[src/common/oag_pkg.sv]
package oag_pkg;

    // address map figures
    localparam logic [7:0] SPECIAL_BASE    = 8'h80;   // direct: at or above is special register
    localparam logic [7:0] BIT_BYTE_BASE   = 8'h20;   // first bit-addressable data byte
    localparam logic [2:0] BIT_SPECIAL_LOW = 3'h0;    // special register low nibble ends 0h or 8h
    localparam logic [7:0] RESET_BYTE      = 8'h00;
    localparam logic [15:0] RESET_WORD     = 16'h0000;
    localparam int         NUM_POINTERS    = 2;

    // addressing modes presented by the decoder
    typedef enum logic [3:0] {
        MODE_REGISTER,
        MODE_DIRECT,
        MODE_REG_INDIRECT,
        MODE_IMMEDIATE,
        MODE_IMMEDIATE16,
        MODE_EXT_DIRECT,
        MODE_EXT_INDIRECT,
        MODE_INDEXED,
        MODE_RELATIVE,
        MODE_ABSOLUTE,
        MODE_LONG,
        MODE_BIT
    } addr_mode_t;

    // memory space selected by an operand address
    typedef enum logic [2:0] {
        SPACE_NONE,
        SPACE_DATA_RAM,
        SPACE_UPPER_RAM,
        SPACE_SPECIAL,
        SPACE_EXTERNAL,
        SPACE_CODE
    } space_t;

    // one decoded instruction handed in by the decoder
    typedef struct packed {
        addr_mode_t  mode;
        logic [7:0]  opcode;
        logic [7:0]  byte2;
        logic [7:0]  byte3;
        logic        ext_write;   // external move direction: 1 = accumulator to external
        logic        use_pc;      // indexed read relative to program counter
        logic        bit_value;   // value written by a bit operation
        logic        ptr_swap;    // alternate the active data pointer after this access
    } instr_t;

    // core state that the generator reads
    typedef struct packed {
        logic [15:0] pc_next;     // address of the following instruction
        logic [7:0]  acc;
        logic [7:0]  r0;
        logic [7:0]  r1;
    } core_view_t;

    // one memory request
    typedef struct packed {
        space_t      space;
        logic [15:0] addr;
        logic        write;
        logic [7:0]  wdata;
        logic        bit_op;
        logic [2:0]  bit_index;
        logic        bit_value;
    } mem_req_t;

endpackage

[src/core/bit_locator.sv]
`timescale 1ns/1ps
module bit_locator
    import oag_pkg::*;
(
    input  wire logic [7:0] bit_addr,
    output logic [7:0]      byte_addr,
    output logic [2:0]      bit_index,
    output space_t          space
);
    // split a bit address into its byte and the bit within it
    always_comb begin
        bit_index = bit_addr[2:0];
        if (bit_addr < SPECIAL_BASE) begin
            byte_addr = BIT_BYTE_BASE + {4'h0, bit_addr[6:3]};
            space     = SPACE_DATA_RAM;
        end else begin
            byte_addr = {bit_addr[7:3], BIT_SPECIAL_LOW};
            space     = SPACE_SPECIAL;
        end
    end
endmodule // bit_locator

[src/core/operand_address_generator.sv]
`timescale 1ns/1ps
// How it works
// - register mode picks r0..r7 from the low three opcode bits.
// - direct byte below 80h hits data ram, otherwise special registers.
// - indirect through r0 or r1 reaches upper ram only, never special registers.
// - immediate byte from the second instruction byte goes to its destination.
// - sixteen-bit immediate loads the data pointer from bytes two and three.
// - external move transfers one byte to or from accumulator at data pointer.
// - two data pointers can be alternated for fast memory-to-memory copies.
// - external indirect mode is unsupported; flagged and no access made.
// - code read addresses accumulator plus pc or pointer; result overwrites accumulator.
// - relative mode adds the signed second byte to the program counter.
// - absolute target joins top five pc bits with eleven instruction bits.
// - long call and jump use the sixteen-bit address after the opcode.
// - bit operations change one bit only, in 20h-2Fh or x0h/x8h registers.
// - special register bit address is byte address plus bit index.
module operand_address_generator
    import oag_pkg::*;
(
    input  wire logic        sys_clk,
    input  wire logic        nrst,
    input  wire logic        instr_valid,
    input  oag_pkg::instr_t  instr,
    input  oag_pkg::core_view_t core,
    output oag_pkg::mem_req_t req,
    output logic             req_valid,
    output logic [2:0]       reg_select,
    output logic             reg_select_valid,
    output logic [15:0]      jump_target,
    output logic             jump_valid,
    output logic             acc_load,
    output logic [15:0]      data_pointer,
    output logic             active_pointer,
    output logic             unsupported
);
    import oag_pkg::*;

    typedef struct packed {
        mem_req_t    req;
        logic        req_valid;
        logic [2:0]  reg_sel;
        logic        reg_sel_valid;
        logic [15:0] jump;
        logic        jump_valid;
        logic        acc_load;
        logic [15:0] dp0;
        logic [15:0] dp1;
        logic        dp_sel;
        logic        unsupported;
    } state_t;

    state_t s_q;
    state_t s_d;

    logic [7:0] bit_byte;
    logic [2:0] bit_idx;
    space_t     bit_space;
    logic [15:0] dp_cur;

    bit_locator u_bit_locator (
        .bit_addr  (instr.byte2),
        .byte_addr (bit_byte),
        .bit_index (bit_idx),
        .space     (bit_space)
    );

    assign dp_cur = s_q.dp_sel ? s_q.dp1 : s_q.dp0;

    // decode one instruction per valid cycle; requests and valid pulses stand one cycle, reg_sel and jump hold
    always_comb begin
        s_d               = s_q;
        s_d.req           = '0;
        s_d.req_valid     = 1'b0;
        s_d.reg_sel_valid = 1'b0;
        s_d.jump_valid    = 1'b0;
        s_d.acc_load      = 1'b0;
        s_d.unsupported   = 1'b0;
        if (instr_valid) begin
            unique case (instr.mode)
                MODE_REGISTER: begin
                    s_d.reg_sel       = instr.opcode[2:0];
                    s_d.reg_sel_valid = 1'b1;
                end
                MODE_DIRECT: begin
                    s_d.req.space = (instr.byte2 < SPECIAL_BASE) ?
                                    SPACE_DATA_RAM : SPACE_SPECIAL;
                    s_d.req.addr  = {8'h00, instr.byte2};
                    s_d.req_valid = 1'b1;
                end
                MODE_REG_INDIRECT: begin
                    // special registers share these addresses but are never chosen here
                    s_d.req.space = SPACE_UPPER_RAM;
                    s_d.req.addr  = {8'h00, instr.opcode[0] ? core.r1 : core.r0};
                    s_d.req_valid = 1'b1;
                end
                MODE_IMMEDIATE: begin
                    s_d.req.space = (instr.byte3 < SPECIAL_BASE) ?
                                    SPACE_DATA_RAM : SPACE_SPECIAL;
                    s_d.req.addr  = {8'h00, instr.byte3};
                    s_d.req.write = 1'b1;
                    s_d.req.wdata = instr.byte2;
                    s_d.req_valid = 1'b1;
                end
                MODE_IMMEDIATE16: begin
                    if (s_q.dp_sel) begin
                        s_d.dp1 = {instr.byte2, instr.byte3};
                    end else begin
                        s_d.dp0 = {instr.byte2, instr.byte3};
                    end
                end
                MODE_EXT_DIRECT: begin
                    s_d.req.space = SPACE_EXTERNAL;
                    s_d.req.addr  = dp_cur;
                    s_d.req.write = instr.ext_write;
                    s_d.req.wdata = core.acc;
                    s_d.req_valid = 1'b1;
                    s_d.acc_load  = ~instr.ext_write;
                    if (instr.ptr_swap) begin
                        s_d.dp_sel = ~s_q.dp_sel;
                    end
                end
                MODE_EXT_INDIRECT: begin
                    s_d.unsupported = 1'b1;
                end
                MODE_INDEXED: begin
                    s_d.req.space = SPACE_CODE;
                    s_d.req.addr  = (instr.use_pc ? core.pc_next : dp_cur)
                                    + {8'h00, core.acc};
                    s_d.req_valid = 1'b1;
                    s_d.acc_load  = 1'b1;
                end
                MODE_RELATIVE: begin
                    s_d.jump = core.pc_next
                             + {{8{instr.byte2[7]}}, instr.byte2};
                    s_d.jump_valid = 1'b1;
                end
                MODE_ABSOLUTE: begin
                    s_d.jump = {core.pc_next[15:11], instr.opcode[7:5],
                                instr.byte2};
                    s_d.jump_valid = 1'b1;
                end
                MODE_LONG: begin
                    s_d.jump       = {instr.byte2, instr.byte3};
                    s_d.jump_valid = 1'b1;
                end
                MODE_BIT: begin
                    // read-modify-write of one bit keeps its neighbours intact
                    s_d.req.space     = bit_space;
                    s_d.req.addr      = {8'h00, bit_byte};
                    s_d.req.write     = 1'b1;
                    s_d.req.bit_op    = 1'b1;
                    s_d.req.bit_index = bit_idx;
                    s_d.req.bit_value = instr.bit_value;
                    s_d.req_valid     = 1'b1;
                end
                default: begin
                    s_d.unsupported = 1'b1;
                end
            endcase
        end
    end

    // single state register
    always_ff @(posedge sys_clk or negedge nrst) begin
        if (!nrst) begin
            s_q <= '0;
        end else begin
            s_q <= s_d;
        end
    end

    assign req              = s_q.req;
    assign req_valid        = s_q.req_valid;
    assign reg_select       = s_q.reg_sel;
    assign reg_select_valid = s_q.reg_sel_valid;
    assign jump_target      = s_q.jump;
    assign jump_valid       = s_q.jump_valid;
    assign acc_load         = s_q.acc_load;
    assign data_pointer     = dp_cur;
    assign active_pointer   = s_q.dp_sel;
    assign unsupported      = s_q.unsupported;

    chk_register_select: assert property (@(posedge sys_clk) disable iff (!nrst)
        instr_valid && instr.mode == MODE_REGISTER |=>
        reg_select_valid && reg_select == $past(instr.opcode[2:0]))
        else $error("register select wrong");

    chk_direct_space: assert property (@(posedge sys_clk) disable iff (!nrst)
        instr_valid && instr.mode == MODE_DIRECT && instr.byte2[7] |=>
        req_valid && req.space == SPACE_SPECIAL)
        else $error("direct high byte not special");

    chk_indirect_space: assert property (@(posedge sys_clk) disable iff (!nrst)
        instr_valid && instr.mode == MODE_REG_INDIRECT |=>
        req.space == SPACE_UPPER_RAM)
        else $error("indirect reached wrong space");

    chk_ext_address: assert property (@(posedge sys_clk) disable iff (!nrst)
        instr_valid && instr.mode == MODE_EXT_DIRECT |=>
        req.space == SPACE_EXTERNAL && req.addr == $past(data_pointer))
        else $error("external address not data pointer");

    chk_ext_indirect: assert property (@(posedge sys_clk) disable iff (!nrst)
        instr_valid && instr.mode == MODE_EXT_INDIRECT |=> unsupported && !req_valid)
        else $error("external indirect not refused");

    chk_indexed_sum: assert property (@(posedge sys_clk) disable iff (!nrst)
        instr_valid && instr.mode == MODE_INDEXED && instr.use_pc |=>
        req.addr == $past(core.pc_next) + {8'h00, $past(core.acc)} && acc_load)
        else $error("indexed address wrong");

    chk_page_keep: assert property (@(posedge sys_clk) disable iff (!nrst)
        instr_valid && instr.mode == MODE_ABSOLUTE |=>
        jump_target[15:11] == $past(core.pc_next[15:11]))
        else $error("absolute jump left page");

    chk_long_target: assert property (@(posedge sys_clk) disable iff (!nrst)
        instr_valid && instr.mode == MODE_LONG |=>
        jump_valid && jump_target == {$past(instr.byte2), $past(instr.byte3)})
        else $error("long target wrong");

    chk_pointer_swap: assert property (@(posedge sys_clk) disable iff (!nrst)
        instr_valid && instr.mode == MODE_EXT_DIRECT && instr.ptr_swap |=>
        active_pointer != $past(active_pointer))
        else $error("pointer did not alternate");
endmodule // operand_address_generator

[config.mk]
export PLATFORM = sky130hd
export DESIGN_NAME = operand_address_generator
export DESIGN_NICKNAME = d
export VERILOG_FILES = /design/src/common/oag_pkg.sv /design/src/core/bit_locator.sv /design/src/core/operand_address_generator.sv
export SDC_FILE = /design/constraint.sdc
export NUM_CORES = 1
export LEC_CHECK = 0
export BUFFER_PORTS_ARGS = -buffer_cell sky130_fd_sc_hd__buf_2
export CAP_MARGIN = 20
export CORE_MARGIN = 5
export CORE_UTILIZATION = 49
export DETAILED_ROUTE_END_ITERATION = 10
export PLACE_DENSITY = 0.84
export SKIP_CTS_REPAIR_TIMING = 1
export SYNTH_ARGS = -nofsm -noshare
export SYNTH_HDL_FRONTEND = slang
export SYNTH_SLANG_ARGS = --single-unit
export TNS_END_PERCENT = 20
[constraint.sdc]
create_clock -name sys_clk -period 3.5 [get_ports sys_clk]
set_clock_uncertainty 0.2 [all_clocks]
set_input_delay 1.05 -clock sys_clk [delete_from_list [all_inputs] [get_ports sys_clk]]
set_output_delay 1.05 -clock sys_clk [all_outputs]
set_load 0.005 [all_outputs]
---- Yosys cells after proc, flatten, opt, wreduce, memory -nomap -nowiden ----
Index checks and enable logic that the tools add are counted.
word-level totals
  logic and storage cells ................. 65
  flip-flop bits (word level) ............. 90
cells by class
  reductions and logical operators ........ 10
  bitwise gates (word level) .............. 2
  $add $sub $neg .......................... 3
  equality and inequality tests ........... 10
  muxes and demuxes ....................... 21
  magnitude comparators ................... 2
operators with widths
  operator             count
  $pmux 19 s6          1
  $mux 90              1
  $mux 16              4
  $pmux 17 s3          1
  $mux 32              1
  $add 16x16->16       1
  $add 16x8->16        1
  $eq 4x4->1 const B   4
  $lt 8x8->1 const B   2
  $mux 8               2
  $pmux 8 s2           1
  $eq 4x3->1 const B   3
  $reduce_or 11->1     1
  $reduce_and 3->1     3
  $eq 4x2->1 const B   2
  $add 6x4->7 const A  1
  $reduce_or 6->1      1
  $mux 5               1
  $eq 4x1->1 const B   1
  $logic_not 4->1      1
  $mux 1               4
  $mux 2               2
  $mux 4               1
  $pmux 1 s2           2
  other kinds (4)      6

---- Depth between registers and ports, before layout ----
  depth in word-level cells ............... 5
  gate-level depth with buffers ........... 13
  mapped depth without buffers ............ 11

---- Cells and area by module ----
A second synthesis with hierarchy kept.
second synthesis, totals
  cell total of the unflattened synthesis .. 614
  area, all modules ....................... 6074.6 µm²
by module, submodules not included
  module                     area each (µm²)  seq. area each (µm²)  cells an instance  times used
  operand_address_generator  5952.0           2252.2                598                1
  bit_locator                122.6            0.0                   16                 1

---- Worst setup path after synthesis ----
Ideal clock, no wire load.
  path type ............................... in2reg
  from .................................... in instr[2] (netlist name)
  to ...................................... reg s_q, in the netlist req[24]
  setup time .............................. 132 ps
  buffers on the path ..................... 2
  data arrival time ....................... 3379 ps
  cell stages on the path ................. 12
  path slack .............................. -211 ps
  path through ............................ buf_4 buf_6 mux2_2 ha_1 fa_1 a211oi_1 nor2_1 o31ai_1 a211o_1 nor2_1 xor2_1 o22ai_1
RTL lines
  item                    line                              RTL
  start: declaration      operand_address_generator.sv:23   input oag_pkg::instr_t instr,
  end signal: assignment  operand_address_generator.sv:166  s_q <= '0;
  end signal: assignment  operand_address_generator.sv:168  s_q <= s_d;
  end: declaration        operand_address_generator.sv:52   state_t s_q;

==> summary.md <==
| Metric | Value |
|---|---|
| Cell area after synthesis | `5953 um^2` |
| Crit start category | `input port` |
| Worst path slowest cell | `a211o_1` |
| Clock latency on the worst-skew pair | `0.35 ns` |
| Fin Hold WS | `0.2744 ns` |
| Synth cell types | `between 60 and 70` |
| Vias in the first global route | `5149` |
| Top cell type's share of synthesized area | `37.83%` |
| Syn Area/Cell | `between 9 and 10 um^2` |
| Total of max-cap violations | `0` |
| Most common cell in the netlist | `dfrtp_1` |
| Crit path from | `instr[2]` |
| Sequential share of the synthesized area | `a little under two fifths` |
| Critical setup path kind | `input port to register` |
| CTS tree | `built` |
| Total Routing Usage GR | `24.29%` |
| Starting Density | `49.77%` |
| R2R Path Start | `active_pointer$_DFFE_PN0P_` |
| Worst path arrival time | `3.39 ns` |
| Nets | `822` |
| Fmax | `295.7 MHz` |
| Clock Root Buffer | `clkbuf_16` |
| R2r worst-path depth | `11` |
| Initial antenna violation count | `0` |
| Fraction of registers with async set/reset | `100.0%` |
| Finished Layout Cells | `approximately 870` |
| GR Overflow Total | `0` |
| CTS Buffer Depth | `2` |
| Critical path's top delay family | `compound AO/OA/AOI/OAI gates` |
| Top FF cell, synth | `dfrtp_1` |
| Top cells by area, synth | `dfrtp_1, mux2_2, buf_4` |
| Syn Nets | `700` |
| CP required | `3.51 ns` |
| Status | `complete, no violations` |
| Per-cell routed wire length | `20.26 um` |
| Hold EP | `jump_target[0]$_DFFE_PN0P_` |
| Clock sinks | `90` |
| Die area | `14450 um^2` |
| Slew headroom | `42.98%` |
| Yosys warning total | `0` |
| Vias/cell | `between 5 and 6` |
| Die Height | `120.2 um` |
| PwrDens | `529.5 nW/um^2` |
| Starting DRC count in detailed routing | `between 500 and 600` |
| RSZ-0062 raised after global routing | `false` |
| Worst Path Buf+Inv | `2` |
| Clock Pin Slew Worst Setup and Hold Paths | `roughly 0.06 ns` |
| Final hold vios | `0` |
| Worst Tran Pin Value | `0.8521 ns` |
| Final ANT Viol Nets | `0` |
| HP Start | `jump_target[0]$_DFFE_PN0P_` |
| Layout area overhead | `17.68%` |
| Max VDD drop | `0.2541 mV` |
| Register area | `between 2000 and 2500 um^2` |
| Worst-path cell chain | `buf_2 > buf_4 > mux2_2 > ha_1 > o21ai_0 > nor2_1 > o31ai_4 > a211o_1 > nor4_2 > xor2_1 > o22ai_1` |
| IO Pins | `149` |
| Pre-Repair DR Iteration Count | `9` |
| Power, Total | `about 3.7 mW` |
| # diodes | `0` |
| Hold Path Stages | `2` |
| Flop-to-flop setup slack | `0.14 ns` |
| Setup crit end kind | `register` |
| Cell taking the most area after synthesis | `dfrtp_1` |
| Multi-input logic area | `3138 um^2` |
| Final WL | `17.70 mm` |
| Min cycle time layout | `3.382 ns` |
| Placer congestion estimate | `1.015` |
| Synthesis-stage register bit count | `90` |
| Die width | `between 100 and 150 um` |
| DRC | `0` |
| Final setup fails | `0` |
| Layout cells sized above 1 | `39.20%` |
| Placed Cells | `858` |
| Crit Reg-Reg Endpoint | `req[26]$_DFF_PN0_` |
| First-pass GRT wire length | `27.28 mm` |
| Fill count | `1019` |
| Post-Synthesis Cells | `600` |
| Total number of vias | `between 5000 and 6000` |
| Largest net degree at the start of global routing | `46` |
| Most frequent cells after synthesis | `dfrtp_1, buf_4, mux2_2, nand2_1, nor2_1` |
| Max-slew violations | `0` |
| Number of port buffers | `~150` |
| Detailed Place HPWL | `around 14 mm` |
| Core area | `11960 um^2` |
| Row count | `40` |
| Worst path max stage delay | `0.37 ns` |
| Critical path peak fanout | `4` |
| Min-delay worst type | `register to register` |
| H-tree depth | `3` |
| Fin crit share | `between 90% and 100%` |
| CTS Buf Count | `9` |
| Number of flops mapped to enable cells by yosys | `0` |
| LEAKAGE | `3.469 nW` |
[layout make-up]
class	instances	area share, %
clock buffer	10	3.268
clock inverter	6	1.286
inverter	21	1.125
multi-input combinational	414	44.79
sequential	90	32.15
tap	147	2.625
timing repair buffer	186	14.75
[routing by layer]
layer | up-vias | share of wire [%] | track usage, %
met2 | 306 | 47 | 39.87
li1 | 2355 | - | -
met5 | - | 0 | 0
met1 | 2497 | 40 | 31.40
met4 | 0 | 2.8 | 7.507
met3 | 54 | 10 | 6.688
[power breakdown]
part,switching [mW],internal [mW]
Sequential,0.0895,1.20
Clock,0.418,0.628
Combinational,0.706,0.665
Total,1.21,2.50
[cell usage in the layout, fill, tap and decap left out, types with 7 or more instances in the layout]
cell type    n
buf_2      145
dfrtp_1     90
mux2_2      53
nand2_1     43
buf_4       41
nor2_1      40
a21oi_1     28
o21ai_0     26
ha_1        22
inv_1       20
mux2i_1     15
o22ai_1     15
a22oi_1     14
xor2_1      13
nor2b_1     13
nor3_1      12
clkbuf_16    9
a221oi_1     8
a31oi_1      7
o21a_1       7
xnor2_1      7
[cell families after synthesis]
kind of cell / after synthesis / share of synthesized area, %
flops: 90 / 37.83
simple gates: 152 / 12.97
compound gates: 140 / 15.91
mux: 76 / 14.59
fa+ha+maj: 26 / 5.675
xor+xnor: 20 / 2.942
buf+inv: 96 / 10.09
[stage by stage]
step / worst slack, ns / utilization (%) / TNS [ns] / area (um^2)
after floorplan: -0.01200 / - / -0.02516 / 5989
after global placement: -0.1329 / 55.83 / -0.5785 / 6678
after detailed placement: -0.1976 / 55.83 / -0.6962 / 6678
after CTS: 0.1680 / 58.49 / 0 / 6997
after global routing: 0.006369 / 58.57 / 0 / 7005
final: 0.1184 / 58.57 / 0 / 7005
[flip-flops by register name, summed over array words and instances (netlist names)]
signal,cells
req,33
jump_valid,1
active_pointer,1
unsupported,1
s_q,32
req_valid,1
acc_load,1
reg_select_valid,1
jump_target,16
reg_select,3
[tightest hold or removal path, delay by kind of cell (launching register included)]
family	cells	cell delay, ns
simple gates	1	0.05
flops	1	0.34
compound gates	1	0.06
[how the worst max path moves through the flow]
stage | slack [ns] | depth (start not counted) | end
after floorplan | -0.01 | 12 | req[24]$_DFF_PN0_
after global placement | -0.13 | 11 | req[26]$_DFF_PN0_
after detailed placement | -0.20 | 11 | req[24]$_DFF_PN0_
after CTS | 0.17 | 11 | req[24]$_DFF_PN0_
after global routing | 0.006 | 11 | req[26]$_DFF_PN0_
final | 0.12 | 11 | req[26]$_DFF_PN0_
(Power assumes the default switching activity.)
